File: src/inc/seap_pkg.sv
// Purpose: Constants for the serial EEPROM access port.
// Assumes: 10 MHz aclk, AXI4-Lite register access, 32-bit data.
// Notes: Printed offsets are indices; byte address is four times the index.
// Operation
// [RULE1] Software sets the four link pins to non-inverting before any use of the link.
// [RULE2] The memory is driven over a data-in, a data-out, a clock and a chip-enable pin.
// [RULE3] Mode bit 4 picks the small memory types when clear and the large ones when set.
// [RULE4] The memory registers are reachable only while configuration mode is on.
// [RULE5] Mode bits 0 to 3 each deny access to one 32-byte block of the first 128 bytes.
// [RULE6] A set lock bit cannot be cleared by software, only by hard or power-on reset.
// [RULE7] The pointer is writable, reads back the word address, and steps after each pair.
// [RULE8] A word is written as two byte writes, low byte first, and assembled into one word.
// [RULE9] The first byte write clears write-status bit 0, the second clears bit 1 and writes.
// [RULE10] Write status 11 is ready, 10 awaits the high byte, 00 means a write is in progress.
// [RULE11] Software polls the write status for ready before each pair of byte writes.
// [RULE12] Write-status bit 7 clear selects read mode with prefetch on every pointer update.
// [RULE13] Read data gives the low byte then the high byte, valid only while read-status bit 0.
// [RULE14] Reading the high byte clears valid, steps the pointer, fetches, then sets valid.
// [RULE15] Reading data while not valid has no side effect besides returning invalid data.
// [RULE16] The serial opcode, address and data sequence uses a short or long address by type.
// [RULE17] Programming completion is seen as ready on serial data-in and restores status 11.
package seap_pkg;
  localparam int ADDR_W = 12;
  localparam logic [9:0] IDX_MODE = 10'h0f1;
  localparam logic [9:0] IDX_POINTER = 10'h0f2;
  localparam logic [9:0] IDX_WRITE_BYTE = 10'h0f3;
  localparam logic [9:0] IDX_WRITE_HS = 10'h0f4;
  localparam logic [9:0] IDX_READ_BYTE = 10'h0f5;
  localparam logic [9:0] IDX_READ_HS = 10'h0f6;
  localparam logic [9:0] IDX_CONTROL = 10'h0f8;
  localparam logic [9:0] IDX_IRQ_STATUS = 10'h0f9;
  localparam logic [9:0] IDX_IRQ_MASK = 10'h0fa;
  localparam int MODE_TYPE_BIT = 4;
  localparam int WHS_DIR_BIT = 7;
  localparam int CTRL_CFG_BIT = 0;
  localparam int IRQ_WRITE_DONE = 0;
  localparam int IRQ_READ_VALID = 1;
  localparam int IRQ_LOCK_DENY = 2;
  localparam int IRQ_W = 3;
  localparam logic [1:0] WSTAT_READY = 2'b11;
  localparam logic [1:0] WSTAT_LOW_HELD = 2'b10;
  localparam logic [1:0] WSTAT_BUSY = 2'b00;
  localparam logic [1:0] RESP_OKAY = 2'b00;
  localparam logic [1:0] RESP_SLVERR = 2'b10;
  localparam logic [2:0] OP_READ = 3'b110;
  localparam logic [2:0] OP_WRITE = 3'b101;
  localparam logic [2:0] OP_EWEN = 3'b100;
  localparam logic [1:0] EWEN_FIELD = 2'b11;
  localparam int LOCKED_WORDS = 64;
  localparam int CLK_PERIOD_NS = 100;
  localparam int SK_HALF_NS = 500;
  localparam int CS_GAP_NS = 250;
  localparam int SK_HALF_CYC = (SK_HALF_NS + CLK_PERIOD_NS - 1) / CLK_PERIOD_NS;
  localparam int CS_GAP_CYC = (CS_GAP_NS + CLK_PERIOD_NS - 1) / CLK_PERIOD_NS;
endpackage : seap_pkg

File: src/design/seap_serial.sv
// Purpose: Bit-serial engine for a 16-bit organised serial memory.
// Assumes: din is already synchronised to aclk.
// Notes: Serial clock is divided from aclk, so no second clock domain.
module seap_serial (
  input wire logic aclk,
  input wire logic aresetn,
  input wire logic start,
  input wire logic [26:0] tx_word,
  input wire logic [4:0] tx_len,
  input wire logic [4:0] rx_len,
  input wire logic wait_ready,
  input wire logic din,
  output logic done,
  output logic [15:0] rx_word,
  output logic cs,
  output logic sk,
  output logic dout
);
  typedef enum logic [1:0] {SEAP_IDLE, SEAP_SHIFT, SEAP_GAP, SEAP_POLL} seap_ser_state_t;
  seap_ser_state_t state;
  logic [26:0] shreg;
  logic [4:0] bitcnt;
  logic [4:0] total;
  logic [4:0] txl;
  logic [3:0] timer;
  logic poll;

  always_ff @(posedge aclk) begin
    if (!aresetn) begin
      state <= SEAP_IDLE;
      shreg <= 27'h000_0000;
      bitcnt <= 5'h0_0;
      total <= 5'h0_0;
      txl <= 5'h0_0;
      timer <= 4'h0;
      poll <= 1'b0;
      done <= 1'b0;
      rx_word <= 16'h0000;
      cs <= 1'b0;
      sk <= 1'b0;
      dout <= 1'b0;
    end else begin
      done <= 1'b0;
      case (state)
        SEAP_IDLE: begin
          if (start) begin
            shreg <= {tx_word[25:0], 1'b0};
            dout <= tx_word[26]; // [RULE16]
            total <= 5'(tx_len + rx_len);
            txl <= tx_len;
            poll <= wait_ready;
            bitcnt <= 5'h0_0;
            cs <= 1'b1; // [RULE2]
            timer <= 4'(seap_pkg::SK_HALF_CYC);
            state <= SEAP_SHIFT;
          end
        end
        SEAP_SHIFT: begin
          if (timer > 4'h1) begin
            timer <= timer - 4'h1;
          end else begin
            timer <= 4'(seap_pkg::SK_HALF_CYC);
            sk <= ~sk;
            if (sk) begin
              // Sampled late in the high phase so the synchroniser lag is absorbed
              if (bitcnt >= txl) begin
                rx_word <= {rx_word[14:0], din};
              end
              dout <= shreg[26];
              shreg <= {shreg[25:0], 1'b0};
              bitcnt <= bitcnt + 5'h0_1;
              if (bitcnt == 5'(total - 5'h0_1)) begin
                cs <= 1'b0;
                dout <= 1'b0;
                timer <= 4'(seap_pkg::CS_GAP_CYC);
                state <= SEAP_GAP;
              end
            end
          end
        end
        SEAP_GAP: begin
          if (timer > 4'h1) begin
            timer <= timer - 4'h1;
          end else if (poll) begin
            cs <= 1'b1;
            timer <= 4'(seap_pkg::SK_HALF_CYC);
            state <= SEAP_POLL;
          end else begin
            done <= 1'b1;
            state <= SEAP_IDLE;
          end
        end
        SEAP_POLL: begin
          if (timer > 4'h1) begin
            timer <= timer - 4'h1;
          end else if (din) begin // [RULE17]
            cs <= 1'b0;
            done <= 1'b1;
            state <= SEAP_IDLE;
          end
        end
        default: state <= SEAP_IDLE;
      endcase
    end
  end
endmodule : seap_serial

File: src/design/seap_sync.sv
// Purpose: Two-stage synchroniser for pin inputs.
// Assumes: Inputs are asynchronous to aclk.
// Notes: First stage is read only by the second.
module seap_sync #(
  parameter int WIDTH = 1
) (
  input wire logic aclk,
  input wire logic aresetn,
  input wire logic [WIDTH-1:0] async_in,
  output logic [WIDTH-1:0] sync_out
);
  logic [WIDTH-1:0] stage1;
  for (genvar i = 0; i < WIDTH; i++) begin : g_bit
    always_ff @(posedge aclk) begin
      if (!aresetn) begin
        stage1[i] <= 1'b0;
        sync_out[i] <= 1'b0;
      end else begin
        stage1[i] <= async_in[i];
        sync_out[i] <= stage1[i];
      end
    end
  end
endmodule : seap_sync

File: src/design/seap_top.sv
// Purpose: Serial EEPROM access port behind an AXI4-Lite register slave.
// Assumes: Memory link pins are programmed non-inverting by software.
// Notes: Lock bits clear only on aresetn, which acts as the hard reset.
//
// The AXI4-Lite interface to the registers was chosen for this implementation.
module seap_top (
  input wire logic aclk,
  input wire logic aresetn,
  input wire logic [seap_pkg::ADDR_W-1:0] s_axi_awaddr,
  input wire logic s_axi_awvalid,
  output logic s_axi_awready,
  input wire logic [31:0] s_axi_wdata,
  input wire logic [3:0] s_axi_wstrb,
  input wire logic s_axi_wvalid,
  output logic s_axi_wready,
  output logic [1:0] s_axi_bresp,
  output logic s_axi_bvalid,
  input wire logic s_axi_bready,
  input wire logic [seap_pkg::ADDR_W-1:0] s_axi_araddr,
  input wire logic s_axi_arvalid,
  output logic s_axi_arready,
  output logic [31:0] s_axi_rdata,
  output logic [1:0] s_axi_rresp,
  output logic s_axi_rvalid,
  input wire logic s_axi_rready,
  input wire logic eeprom_serial_in_pin,
  output logic eeprom_serial_out_pin,
  output logic eeprom_serial_clock_pin,
  output logic eeprom_chip_enable_pin,
  output logic irq
);
  typedef enum logic [1:0] {SEAP_E_IDLE, SEAP_E_EWEN, SEAP_E_WRITE, SEAP_E_READ} seap_eng_t;

  // Write channel holding
  logic aw_held;
  logic w_held;
  logic [seap_pkg::ADDR_W-1:0] aw_addr;
  logic [7:0] w_byte;
  logic w_lane0;
  logic next_aw_held;
  logic next_w_held;
  logic next_bvalid;
  logic next_rvalid;
  logic do_write;
  logic do_read;
  logic wr_fire;
  logic [9:0] wr_idx;
  logic [9:0] rd_idx;

  // Register state
  logic cfg_mode;
  logic [3:0] lock;
  logic type_large;
  logic [7:0] pointer;
  logic write_mode;
  logic [1:0] wstat;
  logic [15:0] wr_word;
  logic [15:0] rd_word;
  logic rd_valid;
  logic rd_high;
  logic [seap_pkg::IRQ_W-1:0] irq_status;
  logic [seap_pkg::IRQ_W-1:0] irq_mask;
  logic [seap_pkg::IRQ_W-1:0] irq_event;

  // Engine
  seap_eng_t eng;
  logic pend_write;
  logic pend_read;
  logic ser_start;
  logic [26:0] ser_tx;
  logic [4:0] ser_txlen;
  logic [4:0] ser_rxlen;
  logic ser_wait;
  logic ser_done;
  logic [15:0] ser_rx;
  logic din_sync;
  logic locked;
  logic [7:0] addr_field;
  logic [4:0] hdr_len;

  // Byte-level side effects of host accesses
  logic wb_low;
  logic wb_high;
  logic ptr_write;
  logic rb_high;
  logic rd_access;
  logic [31:0] rd_value;
  logic rd_mapped;

  assign do_write = aw_held && w_held && !s_axi_bvalid;
  assign do_read = s_axi_arvalid && s_axi_arready;
  assign wr_fire = do_write && w_lane0;
  assign wr_idx = aw_addr[seap_pkg::ADDR_W-1:2];
  assign rd_idx = s_axi_araddr[seap_pkg::ADDR_W-1:2];
  assign next_aw_held = do_write ? 1'b0 : (aw_held || (s_axi_awvalid && s_axi_awready));
  assign next_w_held = do_write ? 1'b0 : (w_held || (s_axi_wvalid && s_axi_wready));
  assign next_bvalid = do_write || (s_axi_bvalid && !s_axi_bready);
  assign next_rvalid = do_read || (s_axi_rvalid && !s_axi_rready);

  // Memory registers answer only in configuration mode
  assign rd_access = do_read && cfg_mode; // [RULE4]
  assign wb_low = wr_fire && cfg_mode && wr_idx == seap_pkg::IDX_WRITE_BYTE
                  && wstat == seap_pkg::WSTAT_READY; // [RULE8]
  assign wb_high = wr_fire && cfg_mode && wr_idx == seap_pkg::IDX_WRITE_BYTE
                   && wstat == seap_pkg::WSTAT_LOW_HELD; // [RULE8]
  assign ptr_write = wr_fire && cfg_mode && wr_idx == seap_pkg::IDX_POINTER; // [RULE7]
  assign rb_high = rd_access && rd_idx == seap_pkg::IDX_READ_BYTE
                   && rd_valid && rd_high; // [RULE15]

  // Lower 64 words fall in four 16-word (32-byte) blocks
  assign locked = (pointer < 8'(seap_pkg::LOCKED_WORDS)) && lock[pointer[5:4]]; // [RULE5]

  // AXI4-Lite handshakes
  always_ff @(posedge aclk) begin
    if (!aresetn) begin
      aw_held <= 1'b0;
      w_held <= 1'b0;
      aw_addr <= 12'h000;
      w_byte <= 8'h00;
      w_lane0 <= 1'b0;
      s_axi_awready <= 1'b0;
      s_axi_wready <= 1'b0;
      s_axi_bvalid <= 1'b0;
      s_axi_bresp <= seap_pkg::RESP_OKAY;
    end else begin
      if (s_axi_awvalid && s_axi_awready) begin
        aw_addr <= s_axi_awaddr;
      end
      if (s_axi_wvalid && s_axi_wready) begin
        w_byte <= s_axi_wdata[7:0];
        w_lane0 <= s_axi_wstrb[0];
      end
      aw_held <= next_aw_held;
      w_held <= next_w_held;
      s_axi_bvalid <= next_bvalid;
      // One write in flight; ready drops while held or answering
      s_axi_awready <= !next_aw_held && !next_bvalid;
      s_axi_wready <= !next_w_held && !next_bvalid;
      if (do_write) begin
        s_axi_bresp <= (wr_idx >= seap_pkg::IDX_MODE && wr_idx <= seap_pkg::IDX_READ_HS)
                       || (wr_idx >= seap_pkg::IDX_CONTROL && wr_idx <= seap_pkg::IDX_IRQ_MASK)
                       ? seap_pkg::RESP_OKAY : seap_pkg::RESP_SLVERR;
      end
    end
  end

  // Read data mux
  always_comb begin
    rd_value = 32'h0000_0000;
    rd_mapped = 1'b1;
    case (rd_idx)
      seap_pkg::IDX_MODE: rd_value = {27'h000_0000, type_large, lock};
      seap_pkg::IDX_POINTER: rd_value = {24'h00_0000, pointer}; // [RULE7]
      seap_pkg::IDX_WRITE_BYTE: rd_value = 32'h0000_0000;
      seap_pkg::IDX_WRITE_HS: rd_value = {24'h00_0000, write_mode, 5'h0_0, wstat}; // [RULE10]
      seap_pkg::IDX_READ_BYTE: rd_value = {24'h00_0000, rd_high ? rd_word[15:8] : rd_word[7:0]}; // [RULE13]
      seap_pkg::IDX_READ_HS: rd_value = {31'h0000_0000, rd_valid};
      seap_pkg::IDX_CONTROL: rd_value = {31'h0000_0000, cfg_mode};
      seap_pkg::IDX_IRQ_STATUS: rd_value = {29'h0000_0000, irq_status};
      seap_pkg::IDX_IRQ_MASK: rd_value = {29'h0000_0000, irq_mask};
      default: rd_mapped = 1'b0;
    endcase
    // Memory registers read as zero outside configuration mode
    if (!cfg_mode && rd_idx >= seap_pkg::IDX_MODE && rd_idx <= seap_pkg::IDX_READ_HS) begin
      rd_value = 32'h0000_0000; // [RULE4]
    end
  end

  always_ff @(posedge aclk) begin
    if (!aresetn) begin
      s_axi_arready <= 1'b0;
      s_axi_rvalid <= 1'b0;
      s_axi_rdata <= 32'h0000_0000;
      s_axi_rresp <= seap_pkg::RESP_OKAY;
    end else begin
      s_axi_rvalid <= next_rvalid;
      s_axi_arready <= !next_rvalid && !do_read;
      if (do_read) begin
        s_axi_rdata <= rd_value;
        s_axi_rresp <= rd_mapped ? seap_pkg::RESP_OKAY : seap_pkg::RESP_SLVERR;
      end
    end
  end

  // Configuration mode, type select and locks
  always_ff @(posedge aclk) begin
    if (!aresetn) begin
      cfg_mode <= 1'b0;
      lock <= 4'h0;
      type_large <= 1'b0;
      irq_mask <= 3'h0;
    end else if (wr_fire) begin
      if (wr_idx == seap_pkg::IDX_CONTROL) begin
        cfg_mode <= w_byte[seap_pkg::CTRL_CFG_BIT];
      end
      if (wr_idx == seap_pkg::IDX_IRQ_MASK) begin
        irq_mask <= w_byte[seap_pkg::IRQ_W-1:0];
      end
      if (cfg_mode && wr_idx == seap_pkg::IDX_MODE) begin
        lock <= lock | w_byte[3:0]; // [RULE6]
        type_large <= w_byte[seap_pkg::MODE_TYPE_BIT]; // [RULE3]
      end
    end
  end

  // Direction select
  always_ff @(posedge aclk) begin
    if (!aresetn) begin
      write_mode <= 1'b0;
    end else if (wr_fire && cfg_mode && wr_idx == seap_pkg::IDX_WRITE_HS) begin
      write_mode <= w_byte[seap_pkg::WHS_DIR_BIT]; // [RULE12]
    end
  end

  // Write byte pairing and write status
  always_ff @(posedge aclk) begin
    if (!aresetn) begin
      wstat <= seap_pkg::WSTAT_READY;
      wr_word <= 16'h0000;
    end else begin
      if (wb_low) begin
        wr_word[7:0] <= w_byte;
        wstat <= seap_pkg::WSTAT_LOW_HELD; // [RULE9]
      end else if (wb_high) begin
        wr_word[15:8] <= w_byte;
        wstat <= seap_pkg::WSTAT_BUSY; // [RULE9]
      end else if (eng == SEAP_E_WRITE && ser_done) begin
        wstat <= seap_pkg::WSTAT_READY; // [RULE17]
      end else if (eng == SEAP_E_IDLE && pend_write && locked) begin
        wstat <= seap_pkg::WSTAT_READY; // [RULE5]
      end
    end
  end

  // Pointer, read pairing and valid flag
  always_ff @(posedge aclk) begin
    if (!aresetn) begin
      pointer <= 8'h00;
      rd_high <= 1'b0;
      rd_valid <= 1'b0;
      rd_word <= 16'h0000;
    end else begin
      if (ptr_write) begin
        pointer <= w_byte; // [RULE7]
        rd_valid <= 1'b0;
        rd_high <= 1'b0;
      end else if (rb_high) begin
        rd_valid <= 1'b0; // [RULE14]
        rd_high <= 1'b0;
        pointer <= pointer + 8'h01; // [RULE14]
      end else if (rd_access && rd_idx == seap_pkg::IDX_READ_BYTE && rd_valid) begin
        rd_high <= 1'b1; // [RULE13]
      end else if (eng == SEAP_E_WRITE && ser_done) begin
        pointer <= pointer + 8'h01; // [RULE7]
      end else if (eng == SEAP_E_IDLE && pend_write && locked) begin
        pointer <= pointer + 8'h01;
      end else if (eng == SEAP_E_READ && ser_done && !pend_read) begin
        rd_word <= ser_rx;
        rd_valid <= 1'b1; // [RULE14]
      end else if (eng == SEAP_E_IDLE && !pend_write && pend_read && locked) begin
        // Denied words read back as zero but still complete the handshake
        rd_word <= 16'h0000;
        rd_valid <= 1'b1;
      end
    end
  end

  // Pending jobs; a pointer change during a fetch reruns it
  always_ff @(posedge aclk) begin
    if (!aresetn) begin
      pend_write <= 1'b0;
      pend_read <= 1'b0;
    end else begin
      if (wb_high) begin
        pend_write <= 1'b1;
      end else if (eng == SEAP_E_IDLE && pend_write) begin
        pend_write <= 1'b0;
      end
      if ((ptr_write || rb_high) && !write_mode) begin
        pend_read <= 1'b1; // [RULE12]
      end else if (((eng == SEAP_E_WRITE && ser_done) || (eng == SEAP_E_IDLE && pend_write
                   && locked)) && !write_mode) begin
        pend_read <= 1'b1; // [RULE12]
      end else if (eng == SEAP_E_IDLE && !pend_write && pend_read) begin
        pend_read <= 1'b0;
      end
    end
  end

  // Short address for small types, long for large
  assign addr_field = type_large ? pointer : {pointer[5:0], 2'b00}; // [RULE3]
  assign hdr_len = type_large ? 5'd11 : 5'd9; // [RULE16]

  // Serial job sequencing
  always_ff @(posedge aclk) begin
    if (!aresetn) begin
      eng <= SEAP_E_IDLE;
      ser_start <= 1'b0;
      ser_tx <= 27'h000_0000;
      ser_txlen <= 5'h0_0;
      ser_rxlen <= 5'h0_0;
      ser_wait <= 1'b0;
    end else begin
      ser_start <= 1'b0;
      case (eng)
        SEAP_E_IDLE: begin
          if (pend_write && !locked) begin
            // Memory powers up write-protected, so each write is preceded by enable
            ser_tx <= {seap_pkg::OP_EWEN, seap_pkg::EWEN_FIELD, 22'h00_0000}; // [RULE16]
            ser_txlen <= hdr_len;
            ser_rxlen <= 5'h0_0;
            ser_wait <= 1'b0;
            ser_start <= 1'b1;
            eng <= SEAP_E_EWEN;
          end else if (!pend_write && pend_read && !locked) begin
            ser_tx <= {seap_pkg::OP_READ, addr_field, 16'h0000}; // [RULE16]
            ser_txlen <= hdr_len;
            ser_rxlen <= 5'h1_0;
            ser_wait <= 1'b0;
            ser_start <= 1'b1;
            eng <= SEAP_E_READ;
          end
        end
        SEAP_E_EWEN: begin
          if (ser_done) begin
            ser_tx <= type_large ? {seap_pkg::OP_WRITE, pointer, wr_word}
                      : {seap_pkg::OP_WRITE, pointer[5:0], wr_word, 2'b00}; // [RULE9]
            ser_txlen <= 5'(hdr_len + 5'h1_0);
            ser_rxlen <= 5'h0_0;
            ser_wait <= 1'b1; // [RULE17]
            ser_start <= 1'b1;
            eng <= SEAP_E_WRITE;
          end
        end
        SEAP_E_WRITE: begin
          if (ser_done) begin
            eng <= SEAP_E_IDLE;
          end
        end
        SEAP_E_READ: begin
          if (ser_done) begin
            eng <= SEAP_E_IDLE;
          end
        end
        default: eng <= SEAP_E_IDLE;
      endcase
    end
  end

  // Interrupt events; a read clears status but a same-cycle event survives
  always_comb begin
    irq_event = '0;
    irq_event[seap_pkg::IRQ_WRITE_DONE] = eng == SEAP_E_WRITE && ser_done;
    irq_event[seap_pkg::IRQ_READ_VALID] = (eng == SEAP_E_READ && ser_done && !pend_read)
        || (eng == SEAP_E_IDLE && !pend_write && pend_read && locked);
    irq_event[seap_pkg::IRQ_LOCK_DENY] = eng == SEAP_E_IDLE && locked
        && (pend_write || pend_read);
  end

  always_ff @(posedge aclk) begin
    if (!aresetn) begin
      irq_status <= 3'h0;
      irq <= 1'b0;
    end else begin
      if (do_read && rd_idx == seap_pkg::IDX_IRQ_STATUS) begin
        irq_status <= irq_event;
      end else begin
        irq_status <= irq_status | irq_event;
      end
      irq <= |(irq_status & irq_mask);
    end
  end

  seap_sync #(
    .WIDTH(1)
  ) u_sync (
    .aclk(aclk),
    .aresetn(aresetn),
    .async_in(eeprom_serial_in_pin),
    .sync_out(din_sync)
  );

  seap_serial u_serial (
    .aclk(aclk),
    .aresetn(aresetn),
    .start(ser_start),
    .tx_word(ser_tx),
    .tx_len(ser_txlen),
    .rx_len(ser_rxlen),
    .wait_ready(ser_wait),
    .din(din_sync),
    .done(ser_done),
    .rx_word(ser_rx),
    .cs(eeprom_chip_enable_pin),
    .sk(eeprom_serial_clock_pin),
    .dout(eeprom_serial_out_pin)
  );
endmodule : seap_top

File: config.mk
export PLATFORM = sky130hd
export DESIGN_NAME = seap_top
export DESIGN_NICKNAME = d
export VERILOG_FILES = /design/src/inc/seap_pkg.sv /design/src/design/seap_serial.sv /design/src/design/seap_sync.sv /design/src/design/seap_top.sv
export SDC_FILE = /design/constraint.sdc
export NUM_CORES = 1
export LEC_CHECK = 0
export BUFFER_PORTS_ARGS = -buffer_cell sky130_fd_sc_hd__buf_4
export CORE_MARGIN = 4
export CORE_UTILIZATION = 60
export DETAILED_ROUTE_END_ITERATION = 10
export PLACE_DENSITY_LB_ADDON = 0.3
export SLEW_MARGIN = 25
export SYNTH_ARGS = -nofsm -noshare
export SYNTH_HDL_FRONTEND = slang
export SYNTH_HIERARCHICAL = 1
export SYNTH_SLANG_ARGS = --single-unit
File: constraint.sdc
create_clock -name aclk -period 3.14 [get_ports aclk]
set_input_delay 0.314 -clock aclk [delete_from_list [all_inputs] [get_ports aclk]]
set_output_delay 0.314 -clock aclk [all_outputs]
set_load 0.1 [all_outputs]
; After elaboration in Yosys (flattened, before gate mapping)
; Cells that the tools add are included.
[word_totals]
reg_bits = 236
inputBits = 68
out_inout_bits = 45
wordCells = 313
[classes]
addsub = 6
magnitude_cmp = 10
eq_ne = 38
n_mux = 101
n_bitwise = 12
n_reduce_logical = 96
[op_table]
columns = operator, count
row1 = two-way mux 27 bit, 6
row2 = == test 10 x 8 -> 1 bit (second input constant), 15
row3 = one-hot mux 27 bit (2 select lines), 2
row4 = one-hot mux 8 bit (8 select lines), 1
row5 = two-way mux 8 bit, 7
row6 = two-way mux 5 bit, 9
row7 = logical AND 1 bit, 43
row8 = two-way mux 2 bit, 18
row9 = two-way mux 1 bit, 34
row10 = two-way mux 16 bit, 2
row11 = two-way mux 32 bit, 1
row12 = >= comparator 10 x 8 -> 1 bit (second input constant), 3
row13 = less-or-equal comparator 10 x 8 -> 1 bit (second input constant), 3
row14 = one-hot mux 5 bit (2 select lines), 3
row15 = two-way mux 24 bit, 1
row16 = two-way mux 4 bit, 6
row17 = one-hot mux 4 bit (4 select lines), 1
row18 = AND reduction 2 bit, 7
row19 = logical NOT 1 bit, 13
row20 = == test 2 bit (second input constant), 6
row21 = inequality test 2 x 1 -> 1 bit (second input constant), 6
row22 = AND reduction 4 bit, 3
row23 = inequality test 2 bit (second input constant), 5
row24 = logical OR 1 bit, 9
row25 = other kinds (35), 59

; Depth between registers and ports, before layout
[depth]
word_depth = 9
mapped_depth = 9
ltp_nobuf = 8

; Hierarchy
; The synthesis kept the hierarchy.
[modules_own_cells]
columns = mod, n_inst, cells_each, area_each_um2, seq_area_each_um2
row1 = seap_top, 1, 709, 5693.0, 2542.4
row2 = seap_serial, 1, 419, 3362.0, 1361.3
row3 = seap_sync, 1, 4, 52.6, 40.0

; Least setup slack after synthesis
; OpenSTA, ideal clock, no wires.
[synth_path]
path_type = register to register
from = register s_axi_arready
to = register rd_word[10]
setup_ns = 0.132
arrival_time_ns = 2.437
t_required_ns = 3.008
slack_ns = 0.571
stages_incl_launch_ff = 8
path_buffers = 2
period_less_slack_ns = 2.569
cell_sequence = dfxtp_1 -> nand2_1 -> or4b_1 -> and3_1 -> clkbuf_2 -> buf_6 -> nand3_1 -> a21oi_1
[synth_via]
elab_chain_len = 7
elab_cells_between_ends = 8
classes_between = bitwise: 2 / reduce/logical: 6
[synth_rtl]
columns = item, line_no
row1 = start: declaration, seap_top.sv:21  ; output logic s_axi_arready,
row2 = start signal: assignment, seap_top.sv:177  ; s_axi_arready <= !next_rvalid && !do_read;
row3 = logical AND 1 bit *, seap_top.sv:91  ; assign do_read = s_axi_arvalid && s_axi_arready;
row4 = logical AND 1 bit *, seap_top.sv:101  ; assign rd_access = do_read && cfg_mode;
row5 = logical AND 1 bit *, "seap_top.sv:107, seap_top.sv:251"
row6 = logical AND 1 bit *, "seap_top.sv:108, seap_top.sv:251"
row7 = logical AND 1 bit, seap_top.sv:108  ; && rd_valid && rd_high;
row8 = NOT 1 bit (no line), --
row9 = AND reduction 6 bit (no line) *, --
row10 = end signal: assignment, seap_top.sv:258  ; rd_word <= ser_rx;
row11 = end: declaration, seap_top.sv:58  ; logic [15:0] rd_word;
; Mark *: on every way between the ends. The rest lies on a longest branch, timed or not.
; A chain may end at the register's enable or synchronous reset.

; Worst setup path in the final report
[layout_path]
from = register u_serial.state[0]
to = register u_serial.shreg[14]
[layout_via]
elab_chain_len = 3
elab_cells_between_ends = 8
classes_between = eq/ne: 4 / mux: 1 / reduce/logical: 3
[layout_rtl]
columns = item, line_no
row1 = start: declaration, seap_serial.sv:20  ; seap_ser_state_t state;
row2 = start signal: assignment, seap_serial.sv:30  ; state <= SEAP_IDLE;
row3 = start signal: assignment, seap_serial.sv:55  ; state <= SEAP_SHIFT;
row4 = start signal: assignment, seap_serial.sv:76  ; state <= SEAP_GAP;
row5 = == test 2 x 1 -> 1 bit or logical NOT 2 bit (tied branches), seap_serial.sv:44  ; case (state)
row6 = inequality test 2 x 1 -> 1 bit (no line) (tied with other cells), --
row7 = AND reduction 4 bit (no line), --
row8 = end signal: assignment, seap_serial.sv:47  ; shreg <= {tx_word[25:0], 1'b0};
row9 = end signal: assignment, seap_serial.sv:70  ; shreg <= {shreg[25:0], 1'b0};
row10 = end: declaration, seap_serial.sv:21  ; logic [26:0] shreg;
; Several ways; a longest one is shown, not always the timed one.

==> results_dict.tcl <==
set metrics [dict create \
    outcome "finished clean" \
    place_ws_ns 0.7346 \
    ys_ff_latch 197 \
    drc_errors 0 \
    clockBufferDepth 2 \
    setup_viol 0 \
    place_congestion 0.8830 \
    cts_tree "done" \
    grt_start_max_net_pins 54 \
    ys_types 73 \
    synthFlopType "dfxtp_1" \
    postSynthCellCount 1132 \
    ir_drop_uv 419.7 \
    slew-limit-headroom_pct 45.93 \
    drv_slew 0 \
    drive_above_1_share_pct 10.34 \
    setup_tns_ns 0 \
    hold_viol 0 \
    dieArea_um2 17210 \
    timing.fmax_mhz 396.6 \
    critPathKind "flip-flop to flip-flop" \
    tightest_slew_ns 0.8099 \
    crit_fanout 50 \
    htreeDepth 4 \
    met2WireLength_um 9869 \
    netlist_area_um2 9107 \
    core_area_um2 14700 \
    cts_resized 0 \
    fin_skew_ns 0.01261 \
    final_nets 1240 \
    clk_latency_ns 0.44 \
    area_delta_synth_final_pct 10.70 \
    grt_use_total_pct 23.27 \
    fin_area_um2 10080 \
    end_kind "flip-flop" \
    drtIter0Drc 947 \
    floorplan.initialDensity_pct 61.96 \
    cp.required_ns 3.47 \
    clk_pin_slew_worst_paths_ns 0.07 \
    cap_violations 0 \
    antenna_found_initial 0 \
    leakagePower_nw 3.439 \
    critical_path_arrival_ns 2.85 \
    synth.avg_cell_area_um2 8.045 \
    portBuffers 55 \
    rows 44 \
    cp_slowest_stage_delay_ns 0.68 \
    drt_wl_total_um 20840 \
    grt-ovfl-total 0 \
    fp.dieW_um 131.2 \
    viasPerCell 5.866 \
    period_share_pct 80.30 \
    ios 113 \
    dr.max_layer_used "met4" \
    ys_seq_area_share_pct 43.30 \
    min_path_type "input pin to flip-flop" \
    crit_path_top_delay_cell "dfxtp_1" \
    critPathLaunchType "flip-flop" \
    root_buffer "clkbuf_16" \
    place_area_um2 9487 \
    diodes 0 \
    vias 7942 \
    ys_warn_count 6 \
    cpLargestDelayFamily "flip-flops" \
    synthArstFlopShare_pct 0 \
    post_cts_buffers 0 \
    cts_hold_buf 0 \
    cts_num_sinks 197 \
    tritoncts.num_buffers 17 \
    dp_hpwl_um 13920 \
    m1WireLength_um 9277 \
    cp_num_buf_inv 1 \
    ant_nets 0 \
    met3WireLength_um 1360 \
    wire_per_inst_um 15.39 \
    finalPower_mw 5.063 \
    grt_pass1_wl_um 34290 \
    rsz0062_at_grt "no" \
    finalCriticalPeriod_ns 2.521 \
    power_density_nw_per_um2 502.2 \
    die_h_um 131.2 \
    synth-edff-count 0 \
    firstDrtPassIters 5 \
    path_cells "nor2b_2, a21o_1, a21boi_4, buf_4, nor2_1, a311oi_1" \
    setup_ws_ns 0.6187 \
    grt_pass1_vias 7133 \
]
-- sequential cells by signal, summed over array words and instances (netlist names), 3 cells and up --
signal	count
w_byte	8
u_serial/rx_word	16
u_serial/txl	5
lock	4
u_serial/timer	4
irq_mask	3
irq_status	3
u_serial/total	5
wr_word	16
pointer	8
rd_word	16
ser_tx	26
u_serial/shreg	26
u_serial/bitcnt	5
s_axi_rdata	8
aw_addr	10
-- cell usage in the layout, fill, tap and decap left out, drive strengths merged, types with 12 or more instances in the layout --
master / instances
conb: 33
a31oi: 22
buf: 71
clkbuf: 20
a311oi: 26
dfxtp: 197
mux2i: 34
nand2: 208
a21oi: 126
nor3: 22
inv: 29
o21ai: 48
xnor2: 14
and2: 12
nand3: 50
ha: 14
nor2: 114
-- per-layer routing --
metal,vias up,global-route usage (%)
li1,3936,-
met1,3693,31.41
met2,281,37.64
met3,32,4.702
met4,0,7.760
met5,-,0
-- worst reg2reg max path, cell delays in order, from the launching register on --
cell      delay [ns]
dfxtp_1         0.68
nor2b_2         0.52
a21o_1          0.24
a21boi_4        0.17
buf_4           0.41
nor2_1          0.12
a311oi_1        0.27
-- layout make-up --
class                      count  area [um^2]
timing repair buffer          71        533.0
inverter                      25        93.84
clock inverter                12        142.6
tap                          184        230.2
fill                        1177         4617
sequential                   197         3944
multi-input combinational    845         4692
clock buffer                  20        446.7
-- metrics by stage --
stage | std cells | hold WS, ns | utilization, %
finish | 1354 | 0.08161 | 68.59
global route | 1354 | 0.09238 | 68.59
CTS | 1354 | 0.07295 | 68.55
detailed placement | 1322 | 0.4210 | 64.54
global placement | 1322 | 0.4194 | 64.54
floorplan | 1164 | 0.4057 | -
-- power by group --
part	switching [mW]	leakage (nW)	internal [mW]
sequential	0.0218	1.59	2.52
combinational	0.276	1.57	0.0694
clock	0.971	0.274	1.21
-- worst paths after layout --
| path | from | slack [ns] | cells after the start | endpoint |
|---|---|---|---|---|
| worst max-delay path | u_serial/state[0] | 0.62 | 6 | u_serial/shreg[14] |
| worst min-delay path | eeprom_serial_in_pin | 0.08 | 2 | u_sync/stage1 |
| worst max register to register | u_serial/state[0] | 0.62 | 6 | u_serial/shreg[14] |
| worst min register to register | u_sync/stage1 | 0.44 | 1 | u_sync/sync_out |
-- synth_stat cells, types with 3 or more instances --
library cell	count	area [um^2]
nor3_1	19	95.09
buf_4	30	225.2
or3_1	3	18.77
clkbuf_1	53	198.9
and2_1	10	62.56
o21ai_0	46	230.2
nand2_1	208	780.8
xor2_1	6	52.55
o21a_1	3	22.52
nor2_1	114	427.9
inv_1	24	90.09
nor3_2	3	30.03
a21oi_1	126	630.6
a311oi_1	26	227.7
o2111ai_1	3	26.28
a221oi_1	7	61.31
a22oi_1	5	37.54
a31oi_1	22	137.6
buf_2	11	55.05
mux2i_1	34	340.3
nand4_1	8	50.05
nand4b_1	4	35.03
nor2b_1	10	62.56
a211oi_1	7	52.55
a21o_1	5	37.54
dfxtp_1	197	3944
nand3_1	49	245.2
o221ai_1	3	26.28
and3_1	6	37.54
ha_1	14	175.2
xnor2_1	14	122.6
nand2b_1	10	62.56
-- kinds of logic (layout without fill, tap and decap cells) --
kind of cell               Yosys count  in the layout  synth area share [%]
other                                1             33               0.04117
AOI/OAI and AO/OA                  275            275                 18.59
adders and majority gates           16             16                 2.253
muxes                               35             35                 3.984
DFF                                197            197                 43.30
buffers and inverters              122            128                 6.594
xor gates and xnor gates            21             21                 2.171
and+or+nand+nor                    465            465                 23.07
Power figures use the tool's default switching activity.
